File: src/shared/ast_pkg.sv
// Shared constants, states and carriers of the asynchronous serial transceiver
package ast_pkg;

  // Baud divider and oversampling
  localparam int AST_DIV_W = 12;
  localparam int AST_DIV_MAX = 4095;
  localparam logic [3:0] AST_OS_LAST = 4'hf;
  localparam logic [3:0] AST_SMP_START = 4'h1;
  localparam logic [3:0] AST_SMP_A = 4'h8;
  localparam logic [3:0] AST_SMP_B = 4'h9;
  localparam logic [3:0] AST_SMP_C = 4'ha;

  // Frame layout
  localparam int AST_FRAME_W = 11;
  localparam logic [3:0] AST_LEN_8 = 4'ha;
  localparam logic [3:0] AST_LEN_9 = 4'hb;
  localparam logic [3:0] AST_DBITS_8 = 4'h8;
  localparam logic [3:0] AST_DBITS_9 = 4'h9;
  localparam int AST_NINTH_POS = 8;

  // Reset values
  localparam logic AST_RST_LINE = 1'b1;
  localparam logic AST_RST_TX_EMPTY = 1'b1;
  localparam logic AST_RST_RX_NINTH = 1'b1;

  typedef enum logic [1:0] {
    AST_TX_IDLE = 2'b00,
    AST_TX_WAIT = 2'b01,
    AST_TX_SEND = 2'b11
  } ast_tx_state_t;

  typedef enum logic [1:0] {
    AST_RX_IDLE = 2'b00,
    AST_RX_START = 2'b01,
    AST_RX_DATA = 2'b11,
    AST_RX_STOP = 2'b10
  } ast_rx_state_t;

  typedef struct packed {
    logic transmitter_on;
    logic receiver_on;
    logic nine_bit_select;
    logic tx_ninth_bit;
    logic multidrop_mode;
  } ast_ctrl_t;

  typedef struct packed {
    logic rx_done_flag;
    logic tx_done_flag;
    logic tx_buffer_empty;
    logic frame_error_flag;
    logic overrun_flag;
    logic rx_ninth_bit;
  } ast_status_t;

endpackage : ast_pkg

File: src/hdl/ast_baud.sv
// Baud divider giving one tick per oversampling slot
`timescale 1ns/1ps
module ast_baud import ast_pkg::*; #(
  parameter int DIV_W = AST_DIV_W
) (
  // Clock and reset
  input wire logic clk,
  input wire logic rst,
  // Divisor and tick
  input wire logic [DIV_W-1:0] divisor,
  output logic os_tick
);

  generate
    if (DIV_W < 1 || DIV_W > 16) begin : g_bad_width
      $error("ast_baud: DIV_W must lie in 1..16");
    end
  endgenerate

  logic [DIV_W-1:0] cnt_ff;
  logic tick_ff;
  wire cnt_zero = (cnt_ff == '0);
  wire [DIV_W-1:0] nxt_cnt = cnt_zero ? divisor : cnt_ff - 1'b1;

  // Period is divisor+1 clocks, so one bit spans 16*(divisor+1) clocks
  always_ff @(posedge clk or posedge rst) begin
    if (rst) begin
      cnt_ff <= '0;
      tick_ff <= 1'b0;
    end else begin
      cnt_ff <= nxt_cnt;
      tick_ff <= cnt_zero;
    end
  end

  assign os_tick = tick_ff;

endmodule : ast_baud

File: src/hdl/ast_transceiver.sv
// Full-duplex asynchronous serial transceiver with port pin takeover
`timescale 1ns/1ps
// Contract
// - Enabled idle transmitter loads written character at once
// - Busy transmitter loads after current stop bit
// - Every load without a same-cycle write sets transmit buffer empty
// - Frame: start low, data, ninth, stop high
// - Start bit on first tick after load
// - Empty flag stays until next write
// - Transmit done after stop held one bit, only when no character is pending
// - Transmitter enable forces transmit pin output
// - Receiver samples sixteen times per bit
// - Start rejected if samples 8-10 mostly high
// - Data bit is majority of 8-10
// - Mostly low stop sets framing error
// - Every character not discarded or ignored moves to buffer, sets done
// - Reads return receive, writes load transmit
// - Ninth received bit captured in nine-bit mode
// - Unread buffer: discard, buffered overrun flag
// - Receiver enable forces receive pin input
// - Multidrop slave accepts only address-marked bytes
// - Baud is clock over 16*(divisor+1)
// - Address marked by ninth or stop bit
// - Multidrop ignores data bytes entirely
// - Reading receive buffer clears done flag
module ast_transceiver import ast_pkg::*; #(
  parameter int DIV_W = AST_DIV_W
) (
  // Clock and reset
  input wire logic clk,
  input wire logic rst,
  // Control bits and baud divisor
  input wire ast_ctrl_t ctrl,
  input wire logic [DIV_W-1:0] baud_divisor,
  input wire logic tx_done_clr,
  // Shared data port
  input wire logic data_wr,
  input wire logic [7:0] data_wr_val,
  input wire logic data_rd,
  output logic [7:0] serial_data_port,
  // Status
  output ast_status_t status,
  // General port settings for both pins
  input wire logic dir_bit_pin_zero,
  input wire logic dir_bit_pin_one,
  input wire logic port_d_out_bit_zero,
  input wire logic port_d_out_bit_one,
  // Receive pin
  input wire logic port_d_pin_zero_i,
  output logic port_d_pin_zero_o,
  output logic port_d_pin_zero_oe,
  output logic port_d_pin_zero_pullup,
  // Transmit pin
  output logic port_d_pin_one_o,
  output logic port_d_pin_one_oe
);

  generate
    if (DIV_W != AST_DIV_W) begin : g_bad_div
      $error("ast_transceiver: divisor width must be 12");
    end
  endgenerate

  function automatic logic maj3(input logic a, input logic b, input logic c);
    maj3 = (a & b) | (a & c) | (b & c);
  endfunction : maj3

  // Oversampling tick and bit tick
  logic os_tick;
  logic [3:0] tx_phase_ff;

  ast_baud #(.DIV_W(DIV_W)) u_baud (
    .clk(clk),
    .rst(rst),
    .divisor(baud_divisor),
    .os_tick(os_tick)
  );

  wire bit_tick = os_tick && (tx_phase_ff == AST_OS_LAST);

  always_ff @(posedge clk or posedge rst) begin
    if (rst) tx_phase_ff <= 4'h0;
    else if (os_tick) tx_phase_ff <= tx_phase_ff + 4'h1;
  end

  // Transmit side
  ast_tx_state_t tx_state_ff;
  logic [7:0] tx_hold_ff;
  logic tx_hold_ninth_ff;
  logic tx_full_ff;
  logic [AST_FRAME_W-1:0] tx_sr_ff;
  logic [3:0] tx_cnt_ff;
  logic txd_ff;
  logic tx_done_ff;

  wire tx_stop_done = (tx_state_ff == AST_TX_SEND) && bit_tick && (tx_cnt_ff == 4'h0);
  wire tx_can_load = (tx_state_ff == AST_TX_IDLE) || tx_stop_done;
  logic tx_active_ff;
  // Disabling mid-frame still lets the shifter and the pending character go out,
  // but a write to a disabled idle transmitter waits for the enable
  wire tx_busy = (tx_state_ff != AST_TX_IDLE) || tx_full_ff;
  wire tx_run = ctrl.transmitter_on || (tx_active_ff && tx_busy);
  wire tx_load = tx_full_ff && tx_can_load && tx_run;
  wire tx_ninth = ctrl.nine_bit_select ? tx_hold_ninth_ff : 1'b1;
  wire [AST_FRAME_W-1:0] tx_frame = {1'b1, tx_ninth, tx_hold_ff, 1'b0};
  wire [3:0] tx_len = ctrl.nine_bit_select ? AST_LEN_9 : AST_LEN_8;
  wire tx_set_done = tx_stop_done && !tx_full_ff;

  always_ff @(posedge clk or posedge rst) begin
    if (rst) tx_active_ff <= 1'b0;
    else tx_active_ff <= tx_run;
  end

  // Transmit holding register; a write in the load cycle wins the buffer
  always_ff @(posedge clk or posedge rst) begin
    if (rst) begin
      tx_hold_ff <= 8'h00;
      tx_hold_ninth_ff <= 1'b0;
      tx_full_ff <= ~AST_RST_TX_EMPTY;
    end else if (data_wr) begin
      tx_hold_ff <= data_wr_val;
      tx_hold_ninth_ff <= ctrl.tx_ninth_bit;
      tx_full_ff <= 1'b1;
    end else if (tx_load) begin
      tx_full_ff <= 1'b0;
    end
  end

  // Transmit shifter
  always_ff @(posedge clk or posedge rst) begin
    if (rst) begin
      tx_state_ff <= AST_TX_IDLE;
      tx_sr_ff <= '1;
      tx_cnt_ff <= 4'h0;
      txd_ff <= AST_RST_LINE;
    end else begin
      case (tx_state_ff)
        AST_TX_IDLE: begin
          txd_ff <= 1'b1;
          if (tx_load) begin
            tx_sr_ff <= tx_frame;
            tx_cnt_ff <= tx_len - 4'h1;
            tx_state_ff <= AST_TX_WAIT;
          end
        end
        AST_TX_WAIT: begin
          if (bit_tick) begin
            txd_ff <= tx_sr_ff[0];
            tx_sr_ff <= {1'b1, tx_sr_ff[AST_FRAME_W-1:1]};
            tx_state_ff <= AST_TX_SEND;
          end
        end
        AST_TX_SEND: begin
          if (bit_tick) begin
            if (tx_cnt_ff != 4'h0) begin
              txd_ff <= tx_sr_ff[0];
              tx_sr_ff <= {1'b1, tx_sr_ff[AST_FRAME_W-1:1]};
              tx_cnt_ff <= tx_cnt_ff - 4'h1;
            end else if (tx_load) begin
              tx_sr_ff <= tx_frame;
              tx_cnt_ff <= tx_len - 4'h1;
              tx_state_ff <= AST_TX_WAIT;
            end else begin
              tx_state_ff <= AST_TX_IDLE;
            end
          end
        end
        default: tx_state_ff <= AST_TX_IDLE;
      endcase
    end
  end

  // Transmit done: the hardware set beats a clear in the same cycle
  always_ff @(posedge clk or posedge rst) begin
    if (rst) tx_done_ff <= 1'b0;
    else if (tx_set_done) tx_done_ff <= 1'b1;
    else if (tx_done_clr) tx_done_ff <= 1'b0;
  end

  // Receive pin synchroniser
  logic rx_meta_ff;
  logic rxd_ff;

  always_ff @(posedge clk or posedge rst) begin
    if (rst) begin
      rx_meta_ff <= AST_RST_LINE;
      rxd_ff <= AST_RST_LINE;
    end else begin
      rx_meta_ff <= port_d_pin_zero_i;
      rxd_ff <= rx_meta_ff;
    end
  end

  // Receive side
  ast_rx_state_t rx_state_ff;
  logic [3:0] rx_smp_ff;
  logic [3:0] rx_idx_ff;
  logic rx_va_ff;
  logic rx_vb_ff;
  logic [8:0] rx_sr_ff;
  logic [7:0] rx_buf_ff;
  logic rx_ninth_ff;
  logic rx_done_ff;
  logic fe_ff;
  logic or_ff;
  logic or_pend_ff;

  wire rx_vote = maj3(rx_va_ff, rx_vb_ff, rxd_ff);
  wire rx_decide = os_tick && (rx_smp_ff == AST_SMP_C);
  wire [3:0] rx_dbits = ctrl.nine_bit_select ? AST_DBITS_9 : AST_DBITS_8;
  wire rx_end = (rx_state_ff == AST_RX_STOP) && rx_decide;
  wire rx_stop_ok = rx_vote;
  wire rx_marker = ctrl.nine_bit_select ? rx_sr_ff[AST_NINTH_POS] : rx_stop_ok;
  wire rx_ignore = ctrl.multidrop_mode && !rx_marker;
  // A read in the same cycle frees the buffer, so no false overrun
  wire rx_buf_free = !rx_done_ff || data_rd;
  wire rx_move = rx_end && !rx_ignore && rx_buf_free;
  wire rx_lost = rx_end && !rx_ignore && !rx_buf_free;

  // Sample counter runs 1..16 per bit from the first low sample
  always_ff @(posedge clk or posedge rst) begin
    if (rst) begin
      rx_state_ff <= AST_RX_IDLE;
      rx_smp_ff <= 4'h0;
      rx_idx_ff <= 4'h0;
      rx_va_ff <= 1'b1;
      rx_vb_ff <= 1'b1;
      rx_sr_ff <= 9'h000;
    end else if (!ctrl.receiver_on) begin
      rx_state_ff <= AST_RX_IDLE;
    end else if (os_tick) begin
      rx_smp_ff <= rx_smp_ff + 4'h1;
      if (rx_smp_ff == AST_SMP_A) rx_va_ff <= rxd_ff;
      if (rx_smp_ff == AST_SMP_B) rx_vb_ff <= rxd_ff;
      case (rx_state_ff)
        AST_RX_IDLE: begin
          if (!rxd_ff) begin
            rx_smp_ff <= AST_SMP_START + 4'h1;
            rx_state_ff <= AST_RX_START;
          end
        end
        AST_RX_START: begin
          if (rx_smp_ff == AST_SMP_C) begin
            rx_idx_ff <= 4'h0;
            rx_sr_ff <= 9'h000;
            if (rx_vote) rx_state_ff <= AST_RX_IDLE;
            else rx_state_ff <= AST_RX_DATA;
          end
        end
        AST_RX_DATA: begin
          if (rx_smp_ff == AST_SMP_C) begin
            rx_sr_ff[rx_idx_ff] <= rx_vote;
            rx_idx_ff <= rx_idx_ff + 4'h1;
            if (rx_idx_ff == rx_dbits - 4'h1) rx_state_ff <= AST_RX_STOP;
          end
        end
        AST_RX_STOP: begin
          // Ending at mid stop bit leaves time to catch the next start edge
          if (rx_smp_ff == AST_SMP_C) rx_state_ff <= AST_RX_IDLE;
        end
        default: rx_state_ff <= AST_RX_IDLE;
      endcase
    end
  end

  // Receive buffer and its flags
  always_ff @(posedge clk or posedge rst) begin
    if (rst) begin
      rx_buf_ff <= 8'h00;
      rx_ninth_ff <= AST_RST_RX_NINTH;
      fe_ff <= 1'b0;
    end else if (rx_move) begin
      rx_buf_ff <= rx_sr_ff[7:0];
      fe_ff <= !rx_stop_ok;
      if (ctrl.nine_bit_select) rx_ninth_ff <= rx_sr_ff[AST_NINTH_POS];
    end
  end

  always_ff @(posedge clk or posedge rst) begin
    if (rst) rx_done_ff <= 1'b0;
    else if (rx_move) rx_done_ff <= 1'b1;
    else if (data_rd) rx_done_ff <= 1'b0;
  end

  // Overrun waits behind the unread byte and shows once it is read
  always_ff @(posedge clk or posedge rst) begin
    if (rst) begin
      or_ff <= 1'b0;
      or_pend_ff <= 1'b0;
    end else begin
      if (rx_lost) or_pend_ff <= 1'b1;
      else if (data_rd) or_pend_ff <= 1'b0;
      if (rx_move) or_ff <= 1'b0;
      else if (data_rd) or_ff <= or_pend_ff || rx_lost;
    end
  end

  // Register side outputs
  assign serial_data_port = rx_buf_ff;
  assign status.rx_done_flag = rx_done_ff;
  assign status.tx_done_flag = tx_done_ff;
  assign status.tx_buffer_empty = !tx_full_ff;
  assign status.frame_error_flag = fe_ff;
  assign status.overrun_flag = or_ff;
  assign status.rx_ninth_bit = rx_ninth_ff;

  // Pin takeover
  assign port_d_pin_zero_oe = ctrl.receiver_on ? 1'b0 : dir_bit_pin_zero;
  assign port_d_pin_zero_o = port_d_out_bit_zero;
  assign port_d_pin_zero_pullup = !port_d_pin_zero_oe && port_d_out_bit_zero;
  assign port_d_pin_one_oe = tx_run || dir_bit_pin_one;
  assign port_d_pin_one_o = tx_run ? txd_ff : port_d_out_bit_one;

endmodule : ast_transceiver

File: config.mk
export PLATFORM = sky130hd
export DESIGN_NAME = ast_transceiver
export DESIGN_NICKNAME = d
export VERILOG_FILES = /design/src/shared/ast_pkg.sv /design/src/hdl/ast_baud.sv /design/src/hdl/ast_transceiver.sv
export SDC_FILE = /design/constraint.sdc
export NUM_CORES = 1
export LEC_CHECK = 0
export BUFFER_PORTS_ARGS = -buffer_cell sky130_fd_sc_hd__buf_2
export CAP_MARGIN = 20
export CORE_MARGIN = 1.5
export CORE_UTILIZATION = 35
export CTS_CLUSTER_DIAMETER = 80
export CTS_CLUSTER_SIZE = 8
export DETAILED_ROUTE_END_ITERATION = 16
export SYNTH_ARGS = -nofsm -noshare
export SYNTH_HDL_FRONTEND = slang
export SYNTH_SLANG_ARGS = --single-unit
File: constraint.sdc
create_clock -name clk -period 2.1 [get_ports clk]
set_input_delay 0.21 -clock clk [delete_from_list [all_inputs] [get_ports clk]]
set_output_delay 0.21 -clock clk [all_outputs]
set_load 0.03 [all_outputs]
==> results_dict.tcl <==
set metrics [dict create \
    drive_gt1_share_pct 33.7 \
    netlist_area_sq_um 4110 \
    yosysWarnings 0 \
    cts_tree "done" \
    fin_crit_sh_pct 95.6 \
    drt-initial-drc-count 110 \
    clk_path_buf_depth 2 \
    syn_inst 378 \
    ys_seq_area_share_pct 51.1 \
    fin_worst_skew_ns 0.0111 \
    yosysTopAreaCell "dfrtp_1" \
    htree_num_levels 3 \
    finish.instance_area_sq_um 5030 \
    grt.total_usage_pct 14.4 \
    vias 3014 \
    antenna-diode-count 0 \
    die_h_um 111 \
    peakVddDrop_uv 317 \
    synth.distinct_cells 66 \
    die_w_um 111 \
    async_flop_share_pct 100 \
    setup_viol 0 \
    path_cells "inv_2, ha_4, nand4b_4, or4_4, nor3b_4, buf_6, mux2_4" \
    synth_edf_count 0 \
    drv_slew 0 \
    crit_required_ns 2.32 \
    end_kind "flip-flop" \
    hold_class "input port to flip-flop" \
    area_growth_pct 22.4 \
    detail_route.wl_per_cell_um 13.8 \
    worstMarginPinSlew_ns 0.593 \
    syn_nets 426 \
    max_freq_mhz 498 \
    p_leak_nw 2.31 \
    rsz0062_at_grt "no" \
    grt_max_degree 41 \
    drt_pre_antenna_iters 4 \
    cts_root_buf "clkbuf_16" \
    n_fill_cell 1106 \
    overflow 0 \
    critPathTopFamily "simple AND/OR/NAND/NOR gates" \
    total_power_mw 3.38 \
    cts_sinks 83 \
    crit_path_start_kind "flip-flop" \
    antenna_found_initial 0 \
    vias_per_cell 5.02 \
    slew_headroom_pct 60.2 \
    crit_slowest_cell "or4_4" \
    synth_common_cells "dfrtp_1, nand2_1, o21ai_0" \
    fin_setup_tns_ns 0 \
    synthFlopType "dfrtp_1" \
    clk_pin_slew_ns 0.06 \
    synth-seq-cells 83 \
    synth.top_cell.area_share_pct 40.2 \
    start_util_pct 36.0 \
    core_sq_um 11400 \
    critPathKind "flip-flop to flip-flop" \
    syn_area_per_cell_sq_um 10.9 \
    drtAntennaViolNets 0 \
    critical_path_arrival_ns 2.23 \
    status "finished clean" \
    max-cap-violations 0 \
    routed_wl_um 8280 \
    boundaryPins 54 \
    fin_util_pct 44.1 \
    std_cell_rows 39 \
    numCtsBuffers 9 \
    grt_pass1_vias 3086 \
    place_congestion 0.826 \
    yosys-top-cells-area "dfrtp_1, dfstp_2, o21ai_0" \
    dp_hpwl_um 5970 \
    synth_most_common_cell "dfrtp_1" \
    worst-path-max-fanout 5 \
    nets 500 \
    crit_buf_inv 2 \
    final_hold_viol_count 0 \
    clk_latency_ns 0.34 \
    fin_crit_ns 2.01 \
    p_per_area_nw_per_um2 671 \
    grt_first_pass_wirelength_um 14400 \
    port-buffer-count 53 \
    route.detailed.drc 0 \
    dieArea_sq_um 12400 \
    place_area_sq_um 4650 \
    critical-path-max-stage-delay_ns 0.45 \
]
sequential cells by signal (all words and copies together) (netlist names), 2 cells and up:
register and flops:
rx_idx_ff 4, rx_smp_ff 4, rx_sr_ff 9, rx_state_ff 2
serial_data_port 8, tx_cnt_ff 4, tx_hold_ff 8, tx_phase_ff 4
tx_sr_ff 11, tx_state_ff 2, u_baud.cnt_ff 12
repair_timing:
action,4_1_cts,5_1_grt
hold endpoints to repair,11,0
setup endpoints to repair,9,20
pin swaps,0,3
cloned,0,1
hold buffers,2,0
gates resized for setup,2,9
buffers inserted,0,1
cells in the final DEF (no fill, tap or decap), types with 10 or more instances in the layout:
cell type / n
dfstp_2: 17
o21ai_0: 37
a21oi_1: 16
nor2_1: 15
ha_1: 12
nand2_1: 37
mux2_2: 15
buf_2: 53
inv_1: 19
a221o_1: 10
dfrtp_1: 66
buf_4: 25
kinds of logic (layout without fill, tap and decap cells):
kind of cell / count (synthesis) / after routing / share of synthesized area (%)
AO/OA/AOI/OAI: 89 / 89 / 13.9
flip-flops: 83 / 83 / 51.1
adder cells (fa/ha/maj): 14 / 14 / 4.20
buffers and inverters: 41 / 120 / 4.78
multiplexers: 24 / 24 / 7.28
XOR/XNOR: 12 / 12 / 2.56
AND/OR/NAND/NOR: 115 / 115 / 16.3
worst reg2reg max path: cells and delay by family (launching register included):
family                   cells  cell delay [ns]
adder cells (fa/ha/maj)      1             0.14
flip-flops                   1             0.38
multiplexers                 1             0.30
buffers and inverters        2             0.25
AND/OR/NAND/NOR              3             0.82
power by group:
group          switching (mW)  leakage, nW  internal (mW)
combinational          0.0733         1.18         0.0606
clock                   0.615        0.146          0.991
sequential             0.0123        0.985           1.62
total                   0.700         2.31           2.68
layer usage:
layer	part of all wire [%]	vias to the layer above	global-route usage, %
met4	3.1	0	8.44
met5	0	-	0
met2	46	54	22.2
li1	-	1500	-
met1	48	1443	19.1
met3	2.7	17	2.34
path summary, 6_finish.rpt:
check                                start                  end  slack (ns)  depth (start not counted)
hold / removal             baud_divisor[6]     u_baud.cnt_ff[6]        0.07                          3
setup reg to reg              rx_smp_ff[0]  serial_data_port[7]        0.09                          7
min in group asynchronous              rst         tx_cnt_ff[3]        0.38                          3
hold reg to reg                 rx_meta_ff               rxd_ff        0.35                          0
max in group asynchronous              rst               rxd_ff        1.11                          4
setup / recovery              rx_smp_ff[0]  serial_data_port[7]        0.09                          7
metrics by stage:
stage / instances / setup slack, ns / hold WS [ns]
after floorplan: 378 / 0.00373 / 0.214
after global placement: 580 / 0.0258 / 0.200
after detailed placement: 580 / -0.00298 / 0.199
after CTS: 598 / 0.00885 / 0.0625
after global routing: 600 / 0.00644 / 0.0748
final: 600 / 0.0925 / 0.0709
cell type report:
type | instances | area (sq um) | share of cell area (%)
Multi-Input combinational cell | 254 | 1850 | 36.7
Clock buffer | 13 | 260 | 5.17
Tap cell | 143 | 179 | 3.56
Clock inverter | 3 | 46.3 | 0.920
Timing Repair Buffer | 83 | 515 | 10.2
Inverter | 21 | 82.6 | 1.64
Sequential cell | 83 | 2100 | 41.7
No activity file was read; power rests on OpenSTA's default activity.
